--- config.mk ---
export PLATFORM = sky130hd
export DESIGN_NAME = reclocker_int_lock_monitor
export DESIGN_NICKNAME = d
export VERILOG_FILES = /design/src/lock_monitor_pkg.sv /design/src/reclocker_int_lock_monitor.sv /design/src/edge_sync.sv /design/src/eye_check_timer.sv
export VERILOG_INCLUDE_DIRS = /design/src /design/src/src
export SDC_FILE = /design/constraint.sdc
export NUM_CORES = 1
export LEC_CHECK = 0
export ABC_AREA = 1
export BUFFER_PORTS_ARGS = -buffer_cell sky130_fd_sc_hd__buf_2
export CAP_MARGIN = 0
export CORE_UTILIZATION = 59
export DETAILED_ROUTE_END_ITERATION = 6
export MAX_ROUTING_LAYER = met4
export PLACE_DENSITY = 0.77
export SLEW_MARGIN = 20
export SYNTH_ARGS = -nofsm -noshare
export SYNTH_HDL_FRONTEND = slang
export SYNTH_SLANG_ARGS = --single-unit
--- constraint.sdc ---
create_clock -name clk -period 2.2 [get_ports clk]
set_input_delay 0.11 -clock clk [delete_from_list [all_inputs] [get_ports clk]]
set_output_delay 0.11 -clock clk [all_outputs]
set_load 0.02 [all_outputs]
--- src/lock_monitor_params.svh ---
/*
  Register offsets, field positions, reset values and timing counts for the
  interrupt and eye-lock monitor register group.
  Assumes a 20 MHz clock and 8-bit register access by address.
*/
`ifndef LOCK_MONITOR_PARAMS_SVH
`define LOCK_MONITOR_PARAMS_SVH

// ----------------------------------------------------------------------
// Register offsets
// ----------------------------------------------------------------------
`define ADDR_ACTIVE_BOOST     8'h52
`define ADDR_INT_STATUS       8'h54
`define ADDR_INT_ENABLE       8'h56
`define ADDR_EYE_INTERVAL     8'h69
`define ADDR_EYE_THRESHOLD    8'h6A

// ----------------------------------------------------------------------
// Field positions
// ----------------------------------------------------------------------
`define BIT_CARRIER_PRESENT   7
`define BIT_LOCK_GAINED       6
`define BIT_SIGNAL_FOUND      5
`define BIT_EYE_THRESHOLD     3
`define BIT_LOCK_LOST         2
`define BIT_SIGNAL_LOST       1
`define STATUS_DEFINED_MASK   8'hEE
`define ENABLE_DEFINED_MASK   8'h6E

// ----------------------------------------------------------------------
// Reset values
// ----------------------------------------------------------------------
`define RST_INT_STATUS        8'h00
`define RST_INT_ENABLE        8'h00
`define RST_EYE_INTERVAL      8'h0A
`define RST_EYE_THRESHOLD     8'h44

// ----------------------------------------------------------------------
// Timing
// ----------------------------------------------------------------------
`define CLK_FREQ_HZ           20000000
`define EYE_INTERVAL_US       6500
`define EYE_INTERVAL_CYCLES   ((`CLK_FREQ_HZ / 1000000) * `EYE_INTERVAL_US)

`endif

--- src/lock_monitor_pkg.sv ---
/*
  Types shared by the monitor block.
  Assumes the params header for all numbers.
*/
package lock_monitor_pkg;

  typedef logic [7:0] reg_byte_t;

  typedef enum logic [1:0] {
    EYE_IDLE,
    EYE_WAIT,
    EYE_CHECK
  } eye_state_t;

endpackage : lock_monitor_pkg

--- src/reclocker_int_lock_monitor.sv ---
/*
  Interrupt status, enables, boost readback and eye-lock monitor registers.
  Assumes a serial management front end that presents byte reads and writes
  as one-cycle strobes on clk; analog status levels arrive asynchronously.
*/
`timescale 1ns/1ps
`include "lock_monitor_params.svh"

module reclocker_int_lock_monitor
  import lock_monitor_pkg::*;
#(
  parameter int INTERVAL_CYCLES = `EYE_INTERVAL_CYCLES
) (
  input  wire logic       clk,
  input  wire logic       rstn,
  input  wire logic       reg_wr,
  input  wire logic       reg_rd,
  input  wire logic [7:0] reg_addr,
  input  wire logic [7:0] reg_wdata,
  output logic      [7:0] reg_rdata,
  input  wire logic [7:0] active_boost_value,
  input  wire logic       selected_carrier,
  input  wire logic       primary_carrier,
  input  wire logic       cdr_locked,
  input  wire logic [7:0] horiz_opening,
  input  wire logic [7:0] vert_opening,
  output logic            eye_locked,
  output logic            irq
);

  // ----------------------------------------------------------------------
  // Synchronisers
  // ----------------------------------------------------------------------
  logic sel_car_lvl;
  logic pri_lvl;
  logic pri_rise;
  logic pri_fall;
  logic lock_lvl;
  logic lock_rise;
  logic lock_fall;
  logic [7:0] boost_m_q;
  logic [7:0] boost_s_q;
  logic [7:0] heo_m_q;
  logic [7:0] heo_s_q;
  logic [7:0] veo_m_q;
  logic [7:0] veo_s_q;

  edge_sync u_sel_sync (
    .clk      (clk),
    .rstn     (rstn),
    .async_in (selected_carrier),
    .level    (sel_car_lvl),
    .rise     (),
    .fall     ()
  );

  edge_sync u_pri_sync (
    .clk      (clk),
    .rstn     (rstn),
    .async_in (primary_carrier),
    .level    (pri_lvl),
    .rise     (pri_rise),
    .fall     (pri_fall)
  );

  edge_sync u_lock_sync (
    .clk      (clk),
    .rstn     (rstn),
    .async_in (cdr_locked),
    .level    (lock_lvl),
    .rise     (lock_rise),
    .fall     (lock_fall)
  );

  // ----------------------------------------------------------------------
  // Analog level samplers
  // ----------------------------------------------------------------------
  // Multi-bit analog values are assumed slow-moving; a torn sample
  // settles on the next cycle.
  always_ff @(posedge clk or negedge rstn) begin
    if (!rstn) begin
      boost_m_q <= 8'h00;
      boost_s_q <= 8'h00;
    end else begin
      boost_m_q <= active_boost_value;
      boost_s_q <= boost_m_q;
    end
  end

  always_ff @(posedge clk or negedge rstn) begin
    if (!rstn) begin
      heo_m_q <= 8'h00;
      heo_s_q <= 8'h00;
    end else begin
      heo_m_q <= horiz_opening;
      heo_s_q <= heo_m_q;
    end
  end

  always_ff @(posedge clk or negedge rstn) begin
    if (!rstn) begin
      veo_m_q <= 8'h00;
      veo_s_q <= 8'h00;
    end else begin
      veo_m_q <= vert_opening;
      veo_s_q <= veo_m_q;
    end
  end

  // ----------------------------------------------------------------------
  // Register decode
  // ----------------------------------------------------------------------
  reg_byte_t status_q;
  reg_byte_t status_d;
  reg_byte_t enable_q;
  reg_byte_t interval_q;
  reg_byte_t thresh_q;

  // Exact match only: a partial decode would alias the reserved neighbours
  function automatic logic addr_is(input logic [7:0] addr, input logic [7:0] target);
    return (addr == target);
  endfunction : addr_is

  wire sel_boost    = addr_is(reg_addr, `ADDR_ACTIVE_BOOST);
  wire sel_status   = addr_is(reg_addr, `ADDR_INT_STATUS);
  wire sel_enable   = addr_is(reg_addr, `ADDR_INT_ENABLE);
  wire sel_interval = addr_is(reg_addr, `ADDR_EYE_INTERVAL);
  wire sel_thresh   = addr_is(reg_addr, `ADDR_EYE_THRESHOLD);
  wire status_read  = reg_rd && sel_status;
  wire enable_wr    = reg_wr && sel_enable;
  wire interval_wr  = reg_wr && sel_interval;
  wire thresh_wr    = reg_wr && sel_thresh;

  // ----------------------------------------------------------------------
  // Register writes
  // ----------------------------------------------------------------------
  always_ff @(posedge clk or negedge rstn) begin
    if (!rstn)          enable_q <= `RST_INT_ENABLE;
    else if (enable_wr) enable_q <= reg_wdata & `ENABLE_DEFINED_MASK;
  end

  always_ff @(posedge clk or negedge rstn) begin
    if (!rstn)            interval_q <= `RST_EYE_INTERVAL;
    else if (interval_wr) interval_q <= {4'h0, reg_wdata[3:0]};
  end

  always_ff @(posedge clk or negedge rstn) begin
    if (!rstn)          thresh_q <= `RST_EYE_THRESHOLD;
    else if (thresh_wr) thresh_q <= reg_wdata;
  end

  // ----------------------------------------------------------------------
  // Eye-lock monitor
  // ----------------------------------------------------------------------
  logic check_tick;
  logic eye_hit_q;
  eye_state_t eye_state_q;
  eye_state_t eye_state_d;

  eye_check_timer #(
    .INTERVAL_CYCLES (INTERVAL_CYCLES)
  ) u_timer (
    .clk            (clk),
    .rstn           (rstn),
    .enable         (lock_lvl),
    .interval_count (interval_q[3:0]),
    .check_tick     (check_tick)
  );

  wire [7:0] heo_limit = {2'b00, thresh_q[3:0], 2'b00};
  wire [7:0] veo_limit = {2'b00, thresh_q[7:4], 2'b00};
  wire       eye_ok    = (heo_s_q >= heo_limit) && (veo_s_q >= veo_limit);
  wire       eye_event = (eye_state_q == EYE_CHECK) && eye_ok && !eye_locked;

  always_comb begin
    eye_state_d = eye_state_q;
    case (eye_state_q)
      EYE_IDLE: begin
        if (lock_lvl)
          eye_state_d = EYE_WAIT;
      end
      EYE_WAIT: begin
        if (!lock_lvl)
          eye_state_d = EYE_IDLE;
        else if (check_tick)
          eye_state_d = EYE_CHECK;
      end
      EYE_CHECK: begin
        if (lock_lvl)
          eye_state_d = EYE_WAIT;
        else
          eye_state_d = EYE_IDLE;
      end
      default: begin
        eye_state_d = EYE_IDLE;
      end
    endcase
  end

  // ----------------------------------------------------------------------
  // Eye-lock registers
  // ----------------------------------------------------------------------
  always_ff @(posedge clk or negedge rstn) begin
    if (!rstn) eye_state_q <= EYE_IDLE;
    else       eye_state_q <= eye_state_d;
  end

  always_ff @(posedge clk or negedge rstn) begin
    if (!rstn) eye_hit_q <= 1'b0;
    else       eye_hit_q <= eye_event;
  end

  // Losing the recovery loop drops eye lock at once; it is only
  // declared again by the next passing check.
  always_ff @(posedge clk or negedge rstn) begin
    if (!rstn)
      eye_locked <= 1'b0;
    else if (!lock_lvl)
      eye_locked <= 1'b0;
    else if (eye_state_q == EYE_CHECK)
      eye_locked <= eye_ok;
  end

  // ----------------------------------------------------------------------
  // Interrupt status
  // ----------------------------------------------------------------------
  // Events set regardless of enables so software can poll; the enables
  // only gate the interrupt line.
  wire ev_lock_gained  = lock_rise;
  wire ev_signal_found = pri_rise;
  wire ev_eye_reached  = eye_hit_q;
  wire ev_lock_lost    = lock_fall;
  wire ev_signal_lost  = pri_fall;

  wire [7:0] set_vec = {1'b0,
                        ev_lock_gained,
                        ev_signal_found,
                        1'b0,
                        ev_eye_reached,
                        ev_lock_lost,
                        ev_signal_lost,
                        1'b0};

  // ----------------------------------------------------------------------
  // Status register
  // ----------------------------------------------------------------------
  // A read clears every defined bit, carrier bit included; an event in the
  // same cycle is merged after the clear so it is never lost.
  always_comb begin
    status_d = status_q;
    if (status_read)
      status_d = 8'h00;
    status_d = status_d | set_vec;
    status_d[`BIT_CARRIER_PRESENT] = sel_car_lvl && !status_read;
    status_d = status_d & `STATUS_DEFINED_MASK;
  end

  // Carrier bit follows the live level, so a read clears it only until the
  // next cycle while carrier remains present.
  always_ff @(posedge clk or negedge rstn) begin
    if (!rstn) status_q <= `RST_INT_STATUS;
    else       status_q <= status_d;
  end

  // ----------------------------------------------------------------------
  // Interrupt line and read data
  // ----------------------------------------------------------------------
  wire [7:0] gated = status_d & enable_q;
  wire       irq_d = |gated;

  // ----------------------------------------------------------------------
  // Read path
  // ----------------------------------------------------------------------
  // Unmapped addresses select nothing and so read as zero
  wire [7:0] boost_rd    = sel_boost    ? boost_s_q  : 8'h00;
  wire [7:0] status_rd   = sel_status   ? status_q   : 8'h00;
  wire [7:0] enable_rd   = sel_enable   ? enable_q   : 8'h00;
  wire [7:0] interval_rd = sel_interval ? interval_q : 8'h00;
  wire [7:0] thresh_rd   = sel_thresh   ? thresh_q   : 8'h00;
  wire [7:0] rd_mux      = boost_rd | status_rd | enable_rd | interval_rd | thresh_rd;

  always_ff @(posedge clk or negedge rstn) begin
    if (!rstn) irq <= 1'b0;
    else       irq <= irq_d;
  end

  // Read data holds between reads so a slow host may sample it late
  always_ff @(posedge clk or negedge rstn) begin
    if (!rstn)       reg_rdata <= 8'h00;
    else if (reg_rd) reg_rdata <= rd_mux;
  end

endmodule : reclocker_int_lock_monitor

--- src/edge_sync.sv ---
/*
  Two-flop synchroniser with rise and fall pulses.
  Assumes an asynchronous level from outside the clock domain.
*/
`timescale 1ns/1ps
module edge_sync (
  input  wire logic clk,
  input  wire logic rstn,
  input  wire logic async_in,
  output logic      level,
  output logic      rise,
  output logic      fall
);

  logic meta_q;
  logic sync_q;
  logic prev_q;

  always_ff @(posedge clk or negedge rstn) begin
    if (!rstn) begin
      meta_q <= 1'b0;
      sync_q <= 1'b0;
      prev_q <= 1'b0;
    end else begin
      meta_q <= async_in;
      sync_q <= meta_q;
      prev_q <= sync_q;
    end
  end

  assign level = sync_q;
  assign rise  = sync_q & ~prev_q;
  assign fall  = ~sync_q & prev_q;

endmodule : edge_sync

--- src/eye_check_timer.sv ---
/*
  Eye-opening check timer: one tick every N intervals.
  Assumes N arrives from a register on the same clock; N of zero stops checks.
*/
`timescale 1ns/1ps
`include "lock_monitor_params.svh"
module eye_check_timer #(
  parameter int INTERVAL_CYCLES = `EYE_INTERVAL_CYCLES
) (
  input  wire logic       clk,
  input  wire logic       rstn,
  input  wire logic       enable,
  input  wire logic [3:0] interval_count,
  output logic            check_tick
);

  logic [31:0] cyc_q;
  logic [3:0]  n_q;
  wire         interval_end = (cyc_q == 32'(INTERVAL_CYCLES - 1));
  wire         period_end   = interval_end && (n_q + 4'h1 >= interval_count);

  // ----------------------------------------------------------------------
  // Interval counting
  // ----------------------------------------------------------------------
  always_ff @(posedge clk or negedge rstn) begin
    if (!rstn) begin
      cyc_q      <= 32'h0;
      n_q        <= 4'h0;
      check_tick <= 1'b0;
    end else if (!enable || interval_count == 4'h0) begin
      cyc_q      <= 32'h0;
      n_q        <= 4'h0;
      check_tick <= 1'b0;
    end else begin
      cyc_q      <= interval_end ? 32'h0 : cyc_q + 32'h1;
      n_q        <= period_end ? 4'h0 : (interval_end ? n_q + 4'h1 : n_q);
      check_tick <= period_end;
    end
  end

endmodule : eye_check_timer

* Yosys cells after proc, flatten, opt, wreduce, memory -nomap -nowiden
Cells that the tools add are included.
Word-level totals: bits in read-only memories 0, bits in latches 0, register bits 129, input bits 47, word-level logic and storage cells 93, output and inout port bits 10, bits in writable memories 0, memories kept 0
Cells by class: shift operators 0, add/subtract/negate cells 2, bitwise logic cells 14, multiplexer cells 19, multipliers 0, order comparisons 3, divide/modulo/power cells 0, reduce and logical (&&, ||, !) cells 18, equality and inequality tests 11
Operators with widths (number):
- 32-bit two-way mux | 2
- 8-bit by 7-bit equality test with 1-bit output, second input constant | 5
- 32-bit by 1-bit adder with 32-bit output, second input constant | 1
- 32-bit by 17-bit equality test with 1-bit output, second input constant | 1
- 8-bit two-way mux | 3
- 8-bit by 6-bit >= comparator with 1-bit output | 2
- 4-bit two-way mux | 4
- 8-bit OR | 2
- 7-bit two-way mux | 2
- 1-bit logical AND | 9
- 8-bit by 7-bit AND with 8-bit output | 1
- 8-bit by 4-bit OR with 8-bit output | 1
- 8-bit by 7-bit OR with 8-bit output | 1
- 8-bit OR reduction | 1
- 7-bit OR | 1
- 2-bit two-way mux | 3
- 2-bit one-hot mux with 3 select lines | 1
- 4-bit by 1-bit adder with 4-bit output, second input constant | 1
- 1-bit AND | 4
- 4-bit >= comparator | 1
- 4-bit zero test | 1
- 1-bit two-way mux | 4
- 1-bit inverter | 4
- 1-bit zero test | 3
- 9 further kinds | 9

* Logic depth before layout (Yosys ltp)
depth after elaboration 6, gate-level depth with buffers 10, gate-level depth less buffers 10

* Hierarchy
Synthesis repeated with hierarchy kept, for this count alone.
Second synthesis, totals: cell total of the unflattened synthesis 673, area total of the unflattened synthesis 5793.1 sq um
Modules (own cells, without submodules):
- reclocker_int_lock_monitor | area each 3174.3 sq um, times used 1, cells each 300, sequential area each 2107.0 sq um
- eye_check_timer | area each 2348.5 sq um, times used 1, cells each 352, sequential area each 925.9 sq um
- edge_sync | area each 90.1 sq um, times used 3, cells each 7, sequential area each 75.1 sq um

* Worst setup path after synthesis
Ideal clock, no wire load.
kind register -> register, from reg u_timer.n_q[0], to reg u_timer.n_q[3], stages on the path, launching flop included 10, buffers on the path 0, arrival 1.552 ns, period minus slack after synthesis 1.635 ns, library setup time 0.083 ns, data required time 2.117 ns, path slack 0.565 ns, cell sequence dfrtp_1 ha_1 xor2_1 ha_1 nand2_1 o21bai_1 nand3_1 inv_1 nand3_1 o21ai_0
Between the ends: word-level cells in the longest chain between the ends 5, elaborated cells between the ends (all ways) 7, classes of those cells add/sub (1); order compare (1); mux (3); reduce/logical (2)
RTL lines:
- start, declared | line eye_check_timer.sv:18 | logic [3:0] n_q;
- start signal, assigned | line eye_check_timer.sv:36 | n_q <= period_end ? 4'h0 : (interval_end ? n_q + 4'h1 : n_q);
- 4-bit by 1-bit adder with 4-bit output * | line eye_check_timer.sv:20, eye_check_timer.sv:36
- 4-bit >= comparator | line eye_check_timer.sv:20 | wire period_end = interval_end && (n_q + 4'h1 >= interval_count);
- 1-bit logical AND | line eye_check_timer.sv:20
- 4-bit two-way mux | line eye_check_timer.sv:36
- 4-bit two-way mux | line eye_check_timer.sv:30 | end else if (!enable || interval_count == 4'h0) begin
Every way passes the cells marked *; elsewhere a longest branch is shown, timed or not. The select of a mux whose other input is x is not followed. A chain may end at the register's enable or synchronous reset.

* Worst setup path in the final report
from reg u_timer.n_q[0], to reg u_timer.n_q[0]
Same word-level chain as after synthesis.

==> out/results.txt <==
Clock-pin slew was measured on the worst setup and hold paths at 0.06 ns. For the worst-skew pair, the clock arrives at the later sink with an insertion delay of 0.53 ns. The most repeated cell in the gate-level netlist after synthesis was sky130_fd_sc_hd__nand2_1. The fraction of synthesized cell area taken by the top area cell type came out at 0.549. The worst-case headroom to the max-slew limit is 0.605. Counting the fill cells in the layout gives 653.

The run gives 0 as the number of hold violations in the final report. Entering global routing, the biggest net connects 67 pins. At the pin with the least slew margin, the transition time is 0.592 ns. The share of total power in combinational logic is 0.061.

Gates resized during post-CTS repair numbered 0. Yosys attributes the largest share of cell area to sky130_fd_sc_hd__dfrtp_1, sky130_fd_sc_hd__nand2_1, sky130_fd_sc_hd__nor2_1, sky130_fd_sc_hd__inv_1, sky130_fd_sc_hd__nand3_1. The run gives 0 as the number of maximum-capacitance constraint violations. Number of different library cells in the post-synthesis netlist: 37. After detailed routing, the number of vias per cell comes to 5.32. The number of nets produced by synthesis is 689.

The number of synthesis warnings is 0, and the count of H-tree levels built during CTS is 4. The tools report the maximum vdd ir drop as 0.693 mV. The type of element launching the critical path was a flop. The cell area power density was 791 nW/um^2; the cell area after synthesis was 5700 sq um. During placement, the flow inserted port buffers numbering 56. The largest area contributor in the netlist was sky130_fd_sc_hd__dfrtp_1.

The share of total power consumed by net switching was 0.236; the horizontal extent of the die was 100 um. The maximum buffer depth of the clock tree is 2. The tree is rooted in a sky130_fd_sc_hd__clkbuf_8. The tools report the critical path data required time as 2.64 ns. Detailed placement finished with a half-perimeter wire length of 9080 um. Counting every sink on the clock net gives 129.

The routed layout has 4685 vias. The number of antenna violations at the first check in global routing is 0. The tools report the setup-violating endpoint count in the final report as 0.

The placed standard-cell area was 6140 sq um. Critical path start-end classification: flop to flop. The total power consumption of the routed design came out at 5.63 mW.

The number of synthesized flops with an enable pin is 0. The commonest cells after synthesis are sky130_fd_sc_hd__nand2_1, sky130_fd_sc_hd__dfrtp_1, sky130_fd_sc_hd__nor2_1. The die outline height came out at 100 um.

The share of final-layout standard cells stronger than drive strength 1 is 0.170, and the final antenna-violating net count is 0. The number of setup buffers added after CTS is 0. The run gives 0.613 as the effective utilization at floorplan. Class of the tightest hold or removal check: input port to flop.

Summed over all failing endpoints, the final setup total negative slack is 0 ns. For this block, the routed nets add up to 13800 um of wire. The async set or reset register ratio after synthesis is 1.00. The run gives 0.492 as the clock network fraction of design power. The area added between synthesis and finish is 24.9%. In this run, post-CTS hold repair placed 38 buffers. Routability-driven placement finished with a final weighted congestion of 0.879. The clock period could shrink to 1.86 ns. At the end of the flow, the number of nets in the layout was 799. Number of core rows: 35. The tools report the critical path endpoint category as a flop.

Final period utilization: 0.845. The number of register bits inferred by synthesis was 129; the post-detailed-route DRC marker count was 0. The number of clock buffers added by TritonCTS is 17.

The die footprint was 10100 sq um. TritonCTS built the clock tree. For this run, the leading register cell type out of synthesis is sky130_fd_sc_hd__dfrtp_1. The run gives 1.33 mW as the switching power of the nets. A synthesized cell averages 9.07 sq um.

Internal power comes to 4.30 mW. The highest clock rate was 538 MHz. The logs give 57 for the number of ports placed on the die boundary and 3.41 nW for the leakage component of the power. In this run the worst path has a maximum fanout of 5. After technology mapping, the gate count stands at 628. The max-slew violation count came out at 0. The first detailed-routing pass took 5 iterations. Setup repair after global routing left no endpoint under its margin. The wire length of the first global-routing pass came out at 22700 um. The repair_antennas step left the layout with diodes totalling 0.

The final cell area excluding filler cells was 7110 sq um; the share of total power in sequential cells was 0.447. The run gives 0.568 as the register area share after synthesis. The final core utilization was 0.766. On the final layout, the worst hold slack is 0.0405 ns. The number of global-route vias before repair came out at 4756. For the setup skew after layout, the log shows 0.0101 ns. Data arrives at the worst endpoint at 2.30 ns. The core region is 9280 sq um. The post-detailed-route wirelength per cell came out at 15.6 um.

For this run the aggregate overflow at the end of global routing stands at 0. The flow ran to the end, and the final reports show no timing, DRC or antenna violations. For the overall global routing resource usage, the log shows 0.314.

For this block, the initial DRC count from the detailed router was 241.
## metrics by stage
stage	worst slack (ns)	instances
floorplan	0.565	628
global placement	0.482	810
detailed placement	0.334	810
CTS	0.346	880
global route	0.183	880
finish	0.340	880
## cell type report
class | instances | area [sq um] | area share
Sequential cell | 129 | 3230 | 0.455
Multi-Input combinational cell | 424 | 2170 | 0.305
Timing Repair Buffer | 97 | 698 | 0.0982
Clock buffer | 19 | 442 | 0.0621
Inverter | 69 | 259 | 0.0364
Tap cell | 129 | 161 | 0.0227
Clock inverter | 13 | 150 | 0.0211
## per-layer routing
metal / up-vias / part of all wire / track usage
met4: 0 / 0.021 / 0.118
li1: 2235 / - / -
met3: 34 / 0.057 / 0.0829
met2: 171 / 0.51 / 0.521
met5: - / 0 / -
met1: 2245 / 0.42 / 0.367
## power by group through the flow
stage / clock [mW] / combinational [mW] / sequential, mW
floorplan: 0 / 0.124 / 2.56
global placement: 0 / 0.274 / 2.55
CTS: 2.81 / 0.343 / 2.52
finish: 2.77 / 0.344 / 2.52
global route: 2.92 / 0.384 / 2.53
detailed placement: 0 / 0.288 / 2.56
## critical path: stages, from the launching register on
cell,delay (ns)
sky130_fd_sc_hd__dfrtp_1,0.43
sky130_fd_sc_hd__ha_1,0.23
sky130_fd_sc_hd__xor2_1,0.18
sky130_fd_sc_hd__ha_1,0.28
sky130_fd_sc_hd__nand2_1,0.06
sky130_fd_sc_hd__o21bai_1,0.11
sky130_fd_sc_hd__nand3_1,0.09
sky130_fd_sc_hd__inv_1,0.15
sky130_fd_sc_hd__nand3b_1,0.09
sky130_fd_sc_hd__o21ai_0,0.15
## sequential cells by signal, indices dropped and copies added, names as in the netlist, 2 cells and up
register       flops
veo_s_q            8
veo_m_q            8
reg_rdata          8
eye_state_q        2
u_timer.cyc_q     32
status_q           6
u_timer.n_q        4
boost_s_q          8
enable_q           5
thresh_q           8
heo_s_q            8
heo_m_q            8
boost_m_q          8
interval_q         4
## worst paths after layout
kind,startpoint,to,slack (ns),depth (start not counted)
worst max register to register,u_timer.n_q[0],u_timer.n_q[0],0.34,9
max in group asynchronous,rstn,interval_q[3],1.32,3
worst min-delay path,reg_addr[2],reg_rdata[2],0.04,5
worst min register to register,boost_m_q[2],boost_s_q[2],0.35,0
worst max-delay path,u_timer.n_q[0],u_timer.n_q[0],0.34,9
min in group asynchronous,rstn,status_q[7],0.11,2
## cells in the final DEF, fill, tap and decap left out, types with 10 or more instances in the layout
cell type and instances:
sky130_fd_sc_hd__nand2_1 135, sky130_fd_sc_hd__dfrtp_1 125, sky130_fd_sc_hd__nor2_1 103, sky130_fd_sc_hd__inv_1 66
sky130_fd_sc_hd__buf_2 55, sky130_fd_sc_hd__nand3_1 39, sky130_fd_sc_hd__dlygate4sd3_1 38, sky130_fd_sc_hd__o21ai_0 24
sky130_fd_sc_hd__nor3_1 18, sky130_fd_sc_hd__nand4_1 16, sky130_fd_sc_hd__clkbuf_16 16, sky130_fd_sc_hd__xor2_1 14
sky130_fd_sc_hd__ha_1 14, sky130_fd_sc_hd__a21oi_1 11, sky130_fd_sc_hd__nor2_2 10
## kinds of logic after synthesis
family	Yosys count	share of synthesized area
AO/OA/AOI/OAI	43	0.0415
XOR/XNOR	18	0.0277
adder cells (fa/ha/maj)	14	0.0308
buffers and inverters	75	0.0516
flip-flops	129	0.568
multiplexers	5	0.00989
AND/OR/NAND/NOR	344	0.271
(Power assumes the default switching activity.)
